==> config.mk <==
export PLATFORM = sky130hd
export DESIGN_NAME = reset_clock_mode_control
export DESIGN_NICKNAME = d
export VERILOG_FILES = /design/src/reset_clock_mode_control.v
export VERILOG_INCLUDE_DIRS = /design/src
export SDC_FILE = /design/constraint.sdc
export NUM_CORES = 1
export LEC_CHECK = 0
export BUFFER_PORTS_ARGS = -buffer_cell sky130_fd_sc_hd__buf_2
export CORE_MARGIN = 4
export CORE_UTILIZATION = 47
export DETAILED_ROUTE_END_ITERATION = 6
export GPL_ROUTABILITY_DRIVEN = 0
export PLACE_DENSITY = 0.8
export SLEW_MARGIN = 20
export SYNTH_ARGS = -nofsm -noshare
export SYNTH_HDL_FRONTEND = slang
export SYNTH_SLANG_ARGS = --single-unit
==> constraint.sdc <==
create_clock -name clk -period 6.2 [get_ports clk]
set_clock_uncertainty 0.1 [all_clocks]
set_input_delay 0.62 -clock clk [delete_from_list [all_inputs] [get_ports clk]]
set_output_delay 0.62 -clock clk [all_outputs]
set_load 0.005 [all_outputs]
==> src/reset_clock_mode_control_regs.vh <==
// constants for the reset, clock and mode control block
`ifndef RESET_CLOCK_MODE_CONTROL_REGS_VH
`define RESET_CLOCK_MODE_CONTROL_REGS_VH
// reset extension counts
`define EXT_SHORT_CYCLES   22'h00_0060
`define EXT_POR_CYCLES     22'h20_0000
`define EXT_CNT_ONE        22'h00_0001
`define EXT_CNT_ZERO       22'h00_0000
// operating mode word fields
`define OMW_RESET          16'h0000
`define OMW_WRITE_MASK     16'h81FB
`define OMW_BOOT_A         0
`define OMW_BOOT_B         1
// control register layout
`define CTRL_WAIT_DIS      0
`define CTRL_STOP_DIS      2
`define CTRL_SOFTWARE_RESET_TRIGGER        4
`define CTRL_WRITE_MASK    16'h000F
`define REG_RESET          16'h0000
// sequencer states
`define ST_RESET           2'h0
`define ST_RUN             2'h1
`define ST_WAIT            2'h2
`define ST_STOP            2'h3
// reset cause codes
`define CAUSE_NONE         2'h0
`define CAUSE_POR          2'h1
`define CAUSE_PIN          2'h2
`define CAUSE_WARM         2'h3
`endif

==> src/reset_clock_mode_control.v <==
// reset sequencing, low-power clock gating and mode word for the chip
`timescale 1ns/1ns
`include "reset_clock_mode_control_regs.vh"

// Summary of operation
// - hold reset 96 clocks, POR 2^21 clocks
// - POR or pin resets core and peripherals
// - watchdog/software reset keeps boot select bit
// - software reset bit resets part, reads zero
// - debug: watchdog off, motor outputs optional off
// - wait stops core and memory clocks
// - wait options: halt watchdog, motor outputs off
// - stop gates core, memory, peripheral clocks
// - stop options: halt watchdog, halt CAN
// - CAN activity or interrupt leaves stop
// - software may block wait and stop
// - four 16-bit registers cleared only by POR
// - per-peripheral clock gating by software
// - secure flash blocks external access
// - mode word bit layout and reset values
// - run mode supplies every clock not gated off by debug or software enables
module reset_clock_mode_control #(
  // power-on extension; shorter values only to keep simulations brief
  parameter [21:0] POR_EXT_CYCLES = `EXT_POR_CYCLES
) (
  input  wire        clk,             // system clock, 250 MHz
  input  wire        reset_n,         // internal power-on reset, active low
  input  wire        resetPin_n,      // external reset pin, active low
  input  wire        watchdogReset,   // watchdog timeout request
  input  wire        flashSecure,     // flash security state
  input  wire        debugActive,     // debugger owns the core
  input  wire        waitInstr,       // core executes wait, pulse
  input  wire        stopInstr,       // core executes stop, pulse
  input  wire        canWake,         // CAN activity
  input  wire        irqWake,         // any ungated interrupt
  input  wire        extAccessReq,    // external flash access request
  input  wire        regWrite,        // control register write strobe
  input  wire [15:0] regWdata,        // control register write data
  input  wire        omwWrite,        // mode word write strobe
  input  wire [15:0] omwWdata,        // mode word write data
  input  wire [1:0]  scrSel,          // software register select
  input  wire        scrWrite,        // software register write strobe
  input  wire [15:0] scrWdata,        // software register write data
  input  wire [15:0] periphClkEn,     // per-peripheral clock enables
  input  wire        waitHaltWdog,    // wait option: halt watchdog
  input  wire        waitMotorOff,    // wait option: motor outputs off
  input  wire        debugMotorOff,   // debug option: motor outputs off
  input  wire        stopHaltWdog,    // stop option: halt watchdog
  input  wire        stopHaltCan,     // stop option: halt CAN
  output wire [15:0] ctrlRdata,       // control register read data
  output reg  [15:0] operatingModeWord, // mode word read data
  output wire [15:0] scrRdata,        // selected software register
  output reg         coreReset_n,     // core reset, active low
  output reg         periphReset_n,   // peripheral reset, active low
  output reg  [1:0]  resetCause,      // last reset cause
  output wire        coreClkEn,       // core clock gate
  output wire        memClkEn,        // memory clock gate
  output wire [15:0] periphClkGate,   // peripheral clock gates
  output wire        watchdogClkEn,   // watchdog clock gate
  output wire        canClkEn,        // CAN clock gate
  output wire        motorOff,        // force motor outputs off
  output wire        extAccessGrant,  // external flash access allowed
  output wire [1:0]  modeState        // current mode
);

  // --------------------------------------------------------------
  // pin synchronisers
  // --------------------------------------------------------------
  reg [1:0] pinSync_q;
  reg [1:0] secSync_q;
  always @(posedge clk or negedge reset_n) begin
    if (!reset_n) begin
      pinSync_q <= 2'h0;
      secSync_q <= 2'h0;
    end else begin
      pinSync_q <= {pinSync_q[0], ~resetPin_n};
      secSync_q <= {secSync_q[0], flashSecure};
    end
  end
  wire pinReset = pinSync_q[1];
  wire secure   = secSync_q[1];

  // --------------------------------------------------------------
  // control register
  // --------------------------------------------------------------
  reg  [15:0] ctrl_q;
  wire swReset = regWrite & regWdata[`CTRL_SOFTWARE_RESET_TRIGGER];
  assign ctrlRdata = ctrl_q;
  always @(posedge clk or negedge reset_n) begin
    if (!reset_n)
      ctrl_q <= `REG_RESET;
    else if (!coreReset_n)
      ctrl_q <= `REG_RESET;
    else if (regWrite)
      ctrl_q <= regWdata & `CTRL_WRITE_MASK;
  end

  // --------------------------------------------------------------
  // reset sequencing
  // --------------------------------------------------------------
  reg  [21:0] extCnt_q;
  wire        warmReset = watchdogReset | swReset;
  always @(posedge clk or negedge reset_n) begin
    if (!reset_n) begin
      extCnt_q      <= POR_EXT_CYCLES;
      resetCause    <= `CAUSE_POR;
      coreReset_n   <= 1'b0;
      periphReset_n <= 1'b0;
    end else begin
      if (pinReset) begin
        extCnt_q      <= `EXT_SHORT_CYCLES;
        resetCause    <= `CAUSE_PIN;
        coreReset_n   <= 1'b0;
        periphReset_n <= 1'b0;
      end else if (warmReset && coreReset_n) begin
        extCnt_q      <= `EXT_SHORT_CYCLES;
        resetCause    <= `CAUSE_WARM;
        coreReset_n   <= 1'b0;
        periphReset_n <= 1'b0;
      end else if (extCnt_q != `EXT_CNT_ZERO) begin
        extCnt_q <= extCnt_q - `EXT_CNT_ONE;
        if (extCnt_q == `EXT_CNT_ONE) begin
          coreReset_n   <= 1'b1;
          periphReset_n <= 1'b1;
        end
      end
    end
  end

  // --------------------------------------------------------------
  // operating mode word
  // --------------------------------------------------------------
  reg bootCaught_q;
  always @(posedge clk or negedge reset_n) begin
    if (!reset_n) begin
      // reset value, boot bits caught below
      operatingModeWord <= `OMW_RESET;
      bootCaught_q      <= 1'b0;
    end else if (!bootCaught_q && coreReset_n) begin
      bootCaught_q <= 1'b1;
      operatingModeWord[`OMW_BOOT_A] <= secure;
      operatingModeWord[`OMW_BOOT_B] <= secure;
    end else if (pinReset) begin
      operatingModeWord <= `OMW_RESET;
      bootCaught_q      <= 1'b0;
    end else if (warmReset && coreReset_n) begin
      operatingModeWord <= `OMW_RESET |
        ({15'h0000, operatingModeWord[`OMW_BOOT_A]});
    end else if (omwWrite && coreReset_n) begin
      // bit 2 and unused bits read zero
      operatingModeWord <= omwWdata & `OMW_WRITE_MASK;
    end
  end

  // --------------------------------------------------------------
  // general-purpose registers
  // --------------------------------------------------------------
  reg [15:0] scrMem [0:3];
  integer i;
  always @(posedge clk or negedge reset_n) begin
    if (!reset_n) begin
      for (i = 0; i < 4; i = i + 1)
        scrMem[i] <= `REG_RESET;
    end else if (scrWrite) begin
      scrMem[scrSel] <= scrWdata;
    end
  end
  assign scrRdata = scrMem[scrSel];

  // --------------------------------------------------------------
  // mode state machine
  // --------------------------------------------------------------
  reg [1:0] state_q;
  reg [1:0] state_d;
  always @* begin
    state_d = state_q;
    case (state_q)
      `ST_RESET: begin
        if (coreReset_n)
          state_d = `ST_RUN;
      end
      `ST_RUN: begin
        if (stopInstr && !ctrl_q[`CTRL_STOP_DIS])
          state_d = `ST_STOP;
        else if (waitInstr && !ctrl_q[`CTRL_WAIT_DIS])
          state_d = `ST_WAIT;
      end
      `ST_WAIT: begin
        if (irqWake)
          state_d = `ST_RUN;
      end
      `ST_STOP: begin
        if (canWake || irqWake)
          state_d = `ST_RUN;
      end
      default: state_d = `ST_RESET;
    endcase
    if (!coreReset_n)
      state_d = `ST_RESET;
  end
  always @(posedge clk or negedge reset_n) begin
    if (!reset_n)
      state_q <= `ST_RESET;
    else
      state_q <= state_d;
  end
  assign modeState = state_q;

  // --------------------------------------------------------------
  // clock gating
  // --------------------------------------------------------------
  wire inWait = (state_q == `ST_WAIT);
  wire inStop = (state_q == `ST_STOP);
  assign coreClkEn = ~inWait & ~inStop;
  assign memClkEn  = ~inWait & ~inStop;
  assign periphClkGate = inStop ? 16'h0000 : periphClkEn;
  assign watchdogClkEn = ~debugActive & ~(inWait & waitHaltWdog)
                         & ~(inStop & stopHaltWdog);
  // CAN runs in stop to see wake activity unless halted
  assign canClkEn = ~(inStop & stopHaltCan);
  assign motorOff = (debugActive & debugMotorOff) | (inWait & waitMotorOff);
  assign extAccessGrant = extAccessReq & ~secure;

endmodule

==> results.py, run 1 <==
metrics = {
    "clock_network": {
        "ctsResizeCount": 0,
        "clk_latency_ps": 340,
        "cts_inserted_buffers": 9,
        "cts_sinks": 109,
        "cts_max_level": 3,
        "cts_tree": "done",
        "post_cts_buffers": 0,
        "root_buffer": "clkbuf_16",
        "cts_hold_buf": 0,
        "path_clk_slew_ps": 70,
        "cts_buffer_depth": 2,
    },
    "detailed_routing": {
        "via_count": 3852,
        "drt-total-wl_mm": 11.6,
        "drtPass1Iterations": 4,
        "post_drt_wl_per_cell_um": 16.5,
        "drc_errors": 0,
        "drtIter0Drc": 158,
        "antenna_left": 0,
        "viasPerCell": 5.46,
    },
    "cells_and_area": {
        "seqCellArea_mm2": 0.00273,
        "layout.nets": 646,
        "antennaDiodeCount": 0,
        "final_area_mm2": 0.00638,
        "area_growth_pct": 17.2,
        "multiInputGateArea_mm2": 0.00251,
        "final_layout_size_suffix_gt1_share_pct": 42.3,
        "fillers": 942,
    },
    "timing": {
        "finalHoldWorstSlack_ps": 59.8,
        "fmaxAchievable_ghz": 0.385,
        "setup_tns_ps": 0,
        "relSlewSlack_pct": 36.8,
        "worstMarginPinSlew_ps": 945,
        "final.min_clock_period_ps": 2600,
        "setup_viol": 0,
        "maxSlewViolCount": 0,
        "post-route-period-util_pct": 41.9,
        "hold_viol_final": 0,
        "rsz0062_at_grt": "false",
    },
    "yosys": {
        "netlist_instances": 446,
        "synthTopCellsByCount": "107 x dfrtp_1, 66 x mux2_2, 30 x nand2_1",
        "synth.most_common_cell": "dfrtp_1",
        "postSynthAreaPerCell_um2": 12.2,
        "synth_top_area_cell": "dfrtp_1",
        "synth_ff_type": "dfrtp_1",
        "netlist-cell-type-count": 57,
        "ys_top_cells_by_area": "dfrtp_1 49%, mux2_2 14%, mux4_2 6.6%, mux2i_1 3.1%, buf_4 2.9%",
        "synthesis.area_mm2": 0.00545,
        "synth_seq_cells": 109,
        "ys_warn_count": 0,
        "synthArstFlopShare_pct": 100,
        "synth_top_area_share_pct": 49.2,
        "synth_edf_count": 0,
        "seq_area_frac_synth_pct": 50.1,
    },
    "floorplanning": {
        "num_rows": 39,
        "initial_core_util_pct": 47.9,
        "io_pins": 161,
        "die_h_um": 116,
        "die-area_mm2": 0.0134,
        "core_area_mm2": 0.0114,
        "die_w_um": 116,
    },
    "critical_path": {
        "cp_max_fo": 13,
        "required_ps": 6300,
        "crit_path_top_delay_cell": "or4b_1",
        "path_cells": "inv_1, ha_1, or4b_1, nor3_4, a2111oi_0, mux2i_1",
        "endpoint_kind": "register",
        "arrival_ps": 2700,
        "worst_path_largest_cell_delay_ps": 630,
        "crit_path_start_kind": "register",
        "worstSetupPathType": "reg -> reg",
    },
    "power": {
        "leakagePower_nw": 2.92,
        "p_int_w": 0.00128,
        "clkPwrFrac_pct": 33.4,
        "seqPwrFrac_pct": 49.6,
        "power_w": 0.00173,
        "switching_power_w": 0.000448,
        "ir_drop_uv": 211,
        "p_comb_share_pct": 17.0,
        "switching_share_pct": 26.0,
        "power_density_mw_per_mm2": 270,
    },
    "global_route": {
        "grt_start_max_net_pins": 87,
        "grt_first_pass_wirelength_mm": 18.7,
        "first_global_vias": 3916,
        "antenna_found_initial": 0,
        "gr-total-overflow": 0,
        "grt_use_total_pct": 17.3,
    },
    "placed_design": {
        "placed_area_mm2": 0.00608,
        "hpwlAfterDp_mm": 8.31,
        "portBuffers": 123,
    },
    "job": {
        "drv_cap": 0,
    },
    "outcome": {
        "outcome": "finished clean",
    },
    "min_path": {
        "min_path_type": "in -> async",
    },
}
-- final timing paths --
kind,cells after the start,end,start,slack [ps]
setup / recovery,6,extCnt_q[7],extCnt_q[0],3600
hold / removal,1,scrMem[10],reset_n,60
setup reg to reg,6,extCnt_q[7],extCnt_q[0],3600
hold reg to reg,0,secSync_q[1],secSync_q[0],250
max in group asynchronous,2,scrMem[5],reset_n,4890
min in group clk,0,secSync_q[1],secSync_q[0],250
-- per-stage QoR --
step	utilization (%)	cells	setup WS, ps
after detailed placement	53.5	691	3390
after global routing	56.1	706	3480
final	56.1	706	3600
after CTS	56.1	706	3560
after global placement	53.5	691	3430
after floorplan	-	464	3770
-- area by class of cell --
type / instances / area share [%]
timing repair buffer: 126 / 10.1
sequential: 109 / 42.8
clock buffer: 9 / 3.53
tap: 143 / 2.80
inverter: 6 / 0.353
clock inverter: 6 / 1.12
multi-input combinational: 307 / 39.3
-- power by group through the flow --
stage | combinational [W] | sequential, W | clock [W]
6_report | 0.000293 | 0.000856 | 0.000576
5_1_grt | 0.000328 | 0.000867 | 0.000610
4_1_cts | 0.000299 | 0.000856 | 0.000582
3_5_place_dp | 0.000297 | 0.000868 | 0
3_3_place_gp | 0.000282 | 0.000858 | 0
2_1_floorplan | 0.000206 | 0.000850 | 0
-- cell families (layout without fill, tap and decap cells) --
kind of cell / count (synthesis) / after routing / share of synthesized area (%)
AND/OR/NAND/NOR: 136 / 136 / 14.4
flip-flops: 109 / 109 / 50.1
multiplexers: 99 / 99 / 23.4
AO/OA/AOI/OAI: 51 / 51 / 6.50
buffers and inverters: 48 / 147 / 5.05
adder cells (fa/ha/maj): 2 / 2 / 0.459
other: 1 / 19 / 0.0688
-- worst max-delay path: cells and delay by family, from the launching register on --
kind | cells | cell delay (ps)
adders and majority gates | 1 | 220
DFF | 1 | 430
muxes | 1 | 170
and+or+nand+nor | 2 | 1170
AOI/OAI and AO/OA | 1 | 280
buffers and inverters | 1 | 90
-- state kept, by name, summed over array words and instances (netlist names) --
name               count
ctrlRdata              4
resetCause             2
modeState              2
operatingModeWord      9
extCnt_q              22
periphReset_n          1
scrMem                64
pinSync_q              2
bootCaught_q           1
secSync_q              2
-- per-layer routing --
metal | part of all wire [%] | routed length, µm | up-vias | global-route usage [%]
met5 | 0 | 0 | - | 0
met4 | 0.85 | 99 | 0 | 3.63
met3 | 8.1 | 940 | 12 | 5.17
met2 | 51 | 5990 | 113 | 30.8
met1 | 40 | 4610 | 1924 | 21.1
li1 | - | - | 1803 | -
-- cells in the final DEF (no fill, tap or decap), types with 2 or more instances in the layout --
master      netlist  layout
a2111o_1          2       2
a2111oi_0         2       2
a211oi_1          2       2
a21o_1            2       2
a21oi_1          14      14
a21oi_2           2       2
and2_1           19      19
buf_2             7     122
buf_4            21       3
clkbuf_16         0       9
clkinvlp_4        0       2
conb_1            1      19
dfrtp_1         107     107
dfstp_2           2       2
ha_1              2       2
inv_1             6       6
inv_6             0       2
mux2_2           66      66
mux2i_1          17      17
mux4_2           16      16
nand2_1          30      30
nand2b_1         16      16
nand3_1          22      22
nand3_2           2       2
nand3b_1          2       2
nor2_1           11      11
nor2b_1           6       6
nor3_1            6       6
nor4_1            4       4
o21a_1            2       2
o21ai_0          10      10
o21ai_1           2       2
o31ai_1           2       2
o41ai_1           2       2
or2_2             2       2
or3_1             2       2
or4_1             2       2
(Power assumes the default switching activity.)
==> inputs of run 2 (changes only) <==
clock period = 2.6 ns   (was 6.2 ns; I/O delays follow)
==> results.py, run 2 (synthesis gave the netlist of run 1 again) <==
metrics = {
    "outcome": {
        "outcome": "finished clean",
    },
    "cells_and_area": {
        "seqCellArea_mm2": 0.00273,
        "layout.cells.non_filler": 720,
        "fillers": 931,
        "final_common_cell": "buf_2",
        "antennaDiodeCount": 0,
        "largest_register": "scrMem",
        "layout.nets": 659,
        "top_regs": "scrMem x64, extCnt_q x22, operatingModeWord x9",
        "area_growth_pct": 19.3,
        "multiInputGateArea_mm2": 0.00251,
        "final_cell_mix": "122 x buf_2, 107 x dfrtp_1, 66 x mux2_2",
        "final_layout_size_suffix_gt1_share_pct": 43.0,
        "largest_reg_flops": 64,
    },
    "clock_network": {
        "clk_latency_ps": 350,
        "cts_buffer_depth": 2,
        "cts_max_level": 3,
        "cts_inserted_buffers": 9,
        "cts_sinks": 109,
        "root_buffer": "clkbuf_16",
        "ctsResizeCount": 0,
        "path_clk_slew_ps": 70,
        "cts_tree": "done",
    },
    "timing": {
        "fmaxAchievable_ghz": 0.454,
        "setup_viol": 0,
        "setup_tns_ps": 0,
        "maxSlewViolCount": 0,
        "finalHoldWorstSlack_ps": 69.4,
        "final.min_clock_period_ps": 2200,
        "post-route-period-util_pct": 84.8,
        "relSlewSlack_pct": 42.3,
        "rsz0062_at_grt": "false",
        "hold_viol_final": 0,
        "worstMarginPinSlew_ps": 860,
    },
    "power": {
        "power_density_mw_per_mm2": 628,
        "ir_drop_uv": 351,
        "leakagePower_nw": 2.99,
        "power_w": 0.00408,
    },
    "detailed_routing": {
        "antenna_left": 0,
        "drtPass1Iterations": 4,
        "drc_errors": 0,
        "drt-total-wl_mm": 11.7,
        "via_count": 3908,
        "post_drt_wl_per_cell_um": 16.3,
        "viasPerCell": 5.43,
        "drtIter0Drc": 128,
    },
    "placed_design": {
        "portBuffers": 123,
        "hpwlAfterDp_mm": 8.48,
        "numPlacedInstances": 701,
    },
    "critical_path": {
        "cp_max_fo": 8,
        "worstSetupPathType": "reg -> reg",
        "r2r_slack_ps": 400,
        "timing.rr.start": "extCnt_q[0]",
        "required_ps": 2720,
        "arrival_ps": 2330,
        "worstRegToRegCells": 7,
        "crit_path_start_kind": "register",
        "r2r-end": "extCnt_q[11]",
        "endpoint_kind": "register",
    },
    "min_path": {
        "min_path_type": "in -> reg",
        "hold_depth": 3,
        "worst_hold_startpoint": "omwWdata[4]",
        "min_to": "operatingModeWord[4]",
    },
    "floorplanning": {
        "initial_core_util_pct": 47.9,
        "die-area_mm2": 0.0134,
        "die_h_um": 116,
        "die_w_um": 116,
        "core_area_mm2": 0.0114,
        "num_rows": 39,
        "io_pins": 161,
    },
    "global_route": {
        "first_global_vias": 3976,
        "grt_use_total_pct": 17.6,
        "antenna_found_initial": 0,
        "grt_start_max_net_pins": 86,
        "gr-total-overflow": 0,
        "grt_first_pass_wirelength_mm": 19.0,
    },
    "job": {
        "drv_cap": 0,
    },
}
[run 2: changes by cell type in the layout (fill, tap and decap cells not counted)]
cell           before  now
buf_12              0    2
buf_4               3   12
buf_6               1    0
bufinv_16           1    0
clkbuf_1            0    1
clkbuf_8            0    1
clkinv_4            1    2
clkinvlp_4          2    1
dlygate4sd3_1       0    3
inv_6               2    1
inv_8               0    1
[run 2: what timing repair did]
item	in CTS	in global routing
endpoints found under the hold margin	26	0
setup buffers	0	0
hold buffers	3	0
[run 2: through the flow]
stage                     util [%]  worst slack [ps]  area, µm²
after CTS                     57.2               408       6500
after detailed placement      54.4               430       6180
after floorplan                  -               590       5520
after global placement        54.4               455       6180
after global routing          57.2               251       6500
final                         57.2               395       6500
[run 2: how the worst max path moves through the flow]
| stage | start | to | cells past startpoint |
|---|---|---|---|
| after detailed placement | extCnt_q[0] | extCnt_q[11] | 7 |
| final | extCnt_q[0] | extCnt_q[11] | 7 |
| after CTS | extCnt_q[0] | extCnt_q[11] | 7 |
| after global routing | extCnt_q[10] | extCnt_q[21] | 4 |
| after global placement | extCnt_q[0] | extCnt_q[11] | 7 |
| after floorplan | extCnt_q[0] | extCnt_q[6] | 8 |
[run 2: per-layer routing]
layer	part of all wire, %	wire [µm]	global-route usage [%]	up-vias
met5	0	0	0	-
met4	0.96	112	3.87	0
met3	7.9	930	5.22	17
met2	51	5990	31.0	138
met1	40	4670	21.5	1929
li1	-	-	-	1824
[run 2: final cells by class]
cell class                      instances  area share [%]
Sequential cell                       109            42.0
Inverter                                6           0.346
Timing Repair Buffer                  139            11.9
Clock inverter                          5           0.693
Tap cell                              143            2.75
Clock buffer                           11            3.73
Multi-Input combinational cell        307            38.6
[run 2: where the power goes]
group | leakage, nW | switching [W] | total [W] | internal (W)
Clock | 0.138 | 0.000632 | 0.00132 | 0.000691
Sequential | 1.35 | 0.000131 | 0.00204 | 0.00191
Combinational | 1.50 | 0.000312 | 0.000718 | 0.000406
Total | 2.99 | 0.00108 | 0.00408 | 0.00301
[run 2: worst max-delay path: stages (launching register included)]
cell and delay, ps:
dfrtp_1 430, inv_1 90, ha_1 220, or4b_1 520, nor3_4 260, buf_4 240, a2111oi_2 90, mux2i_1 140
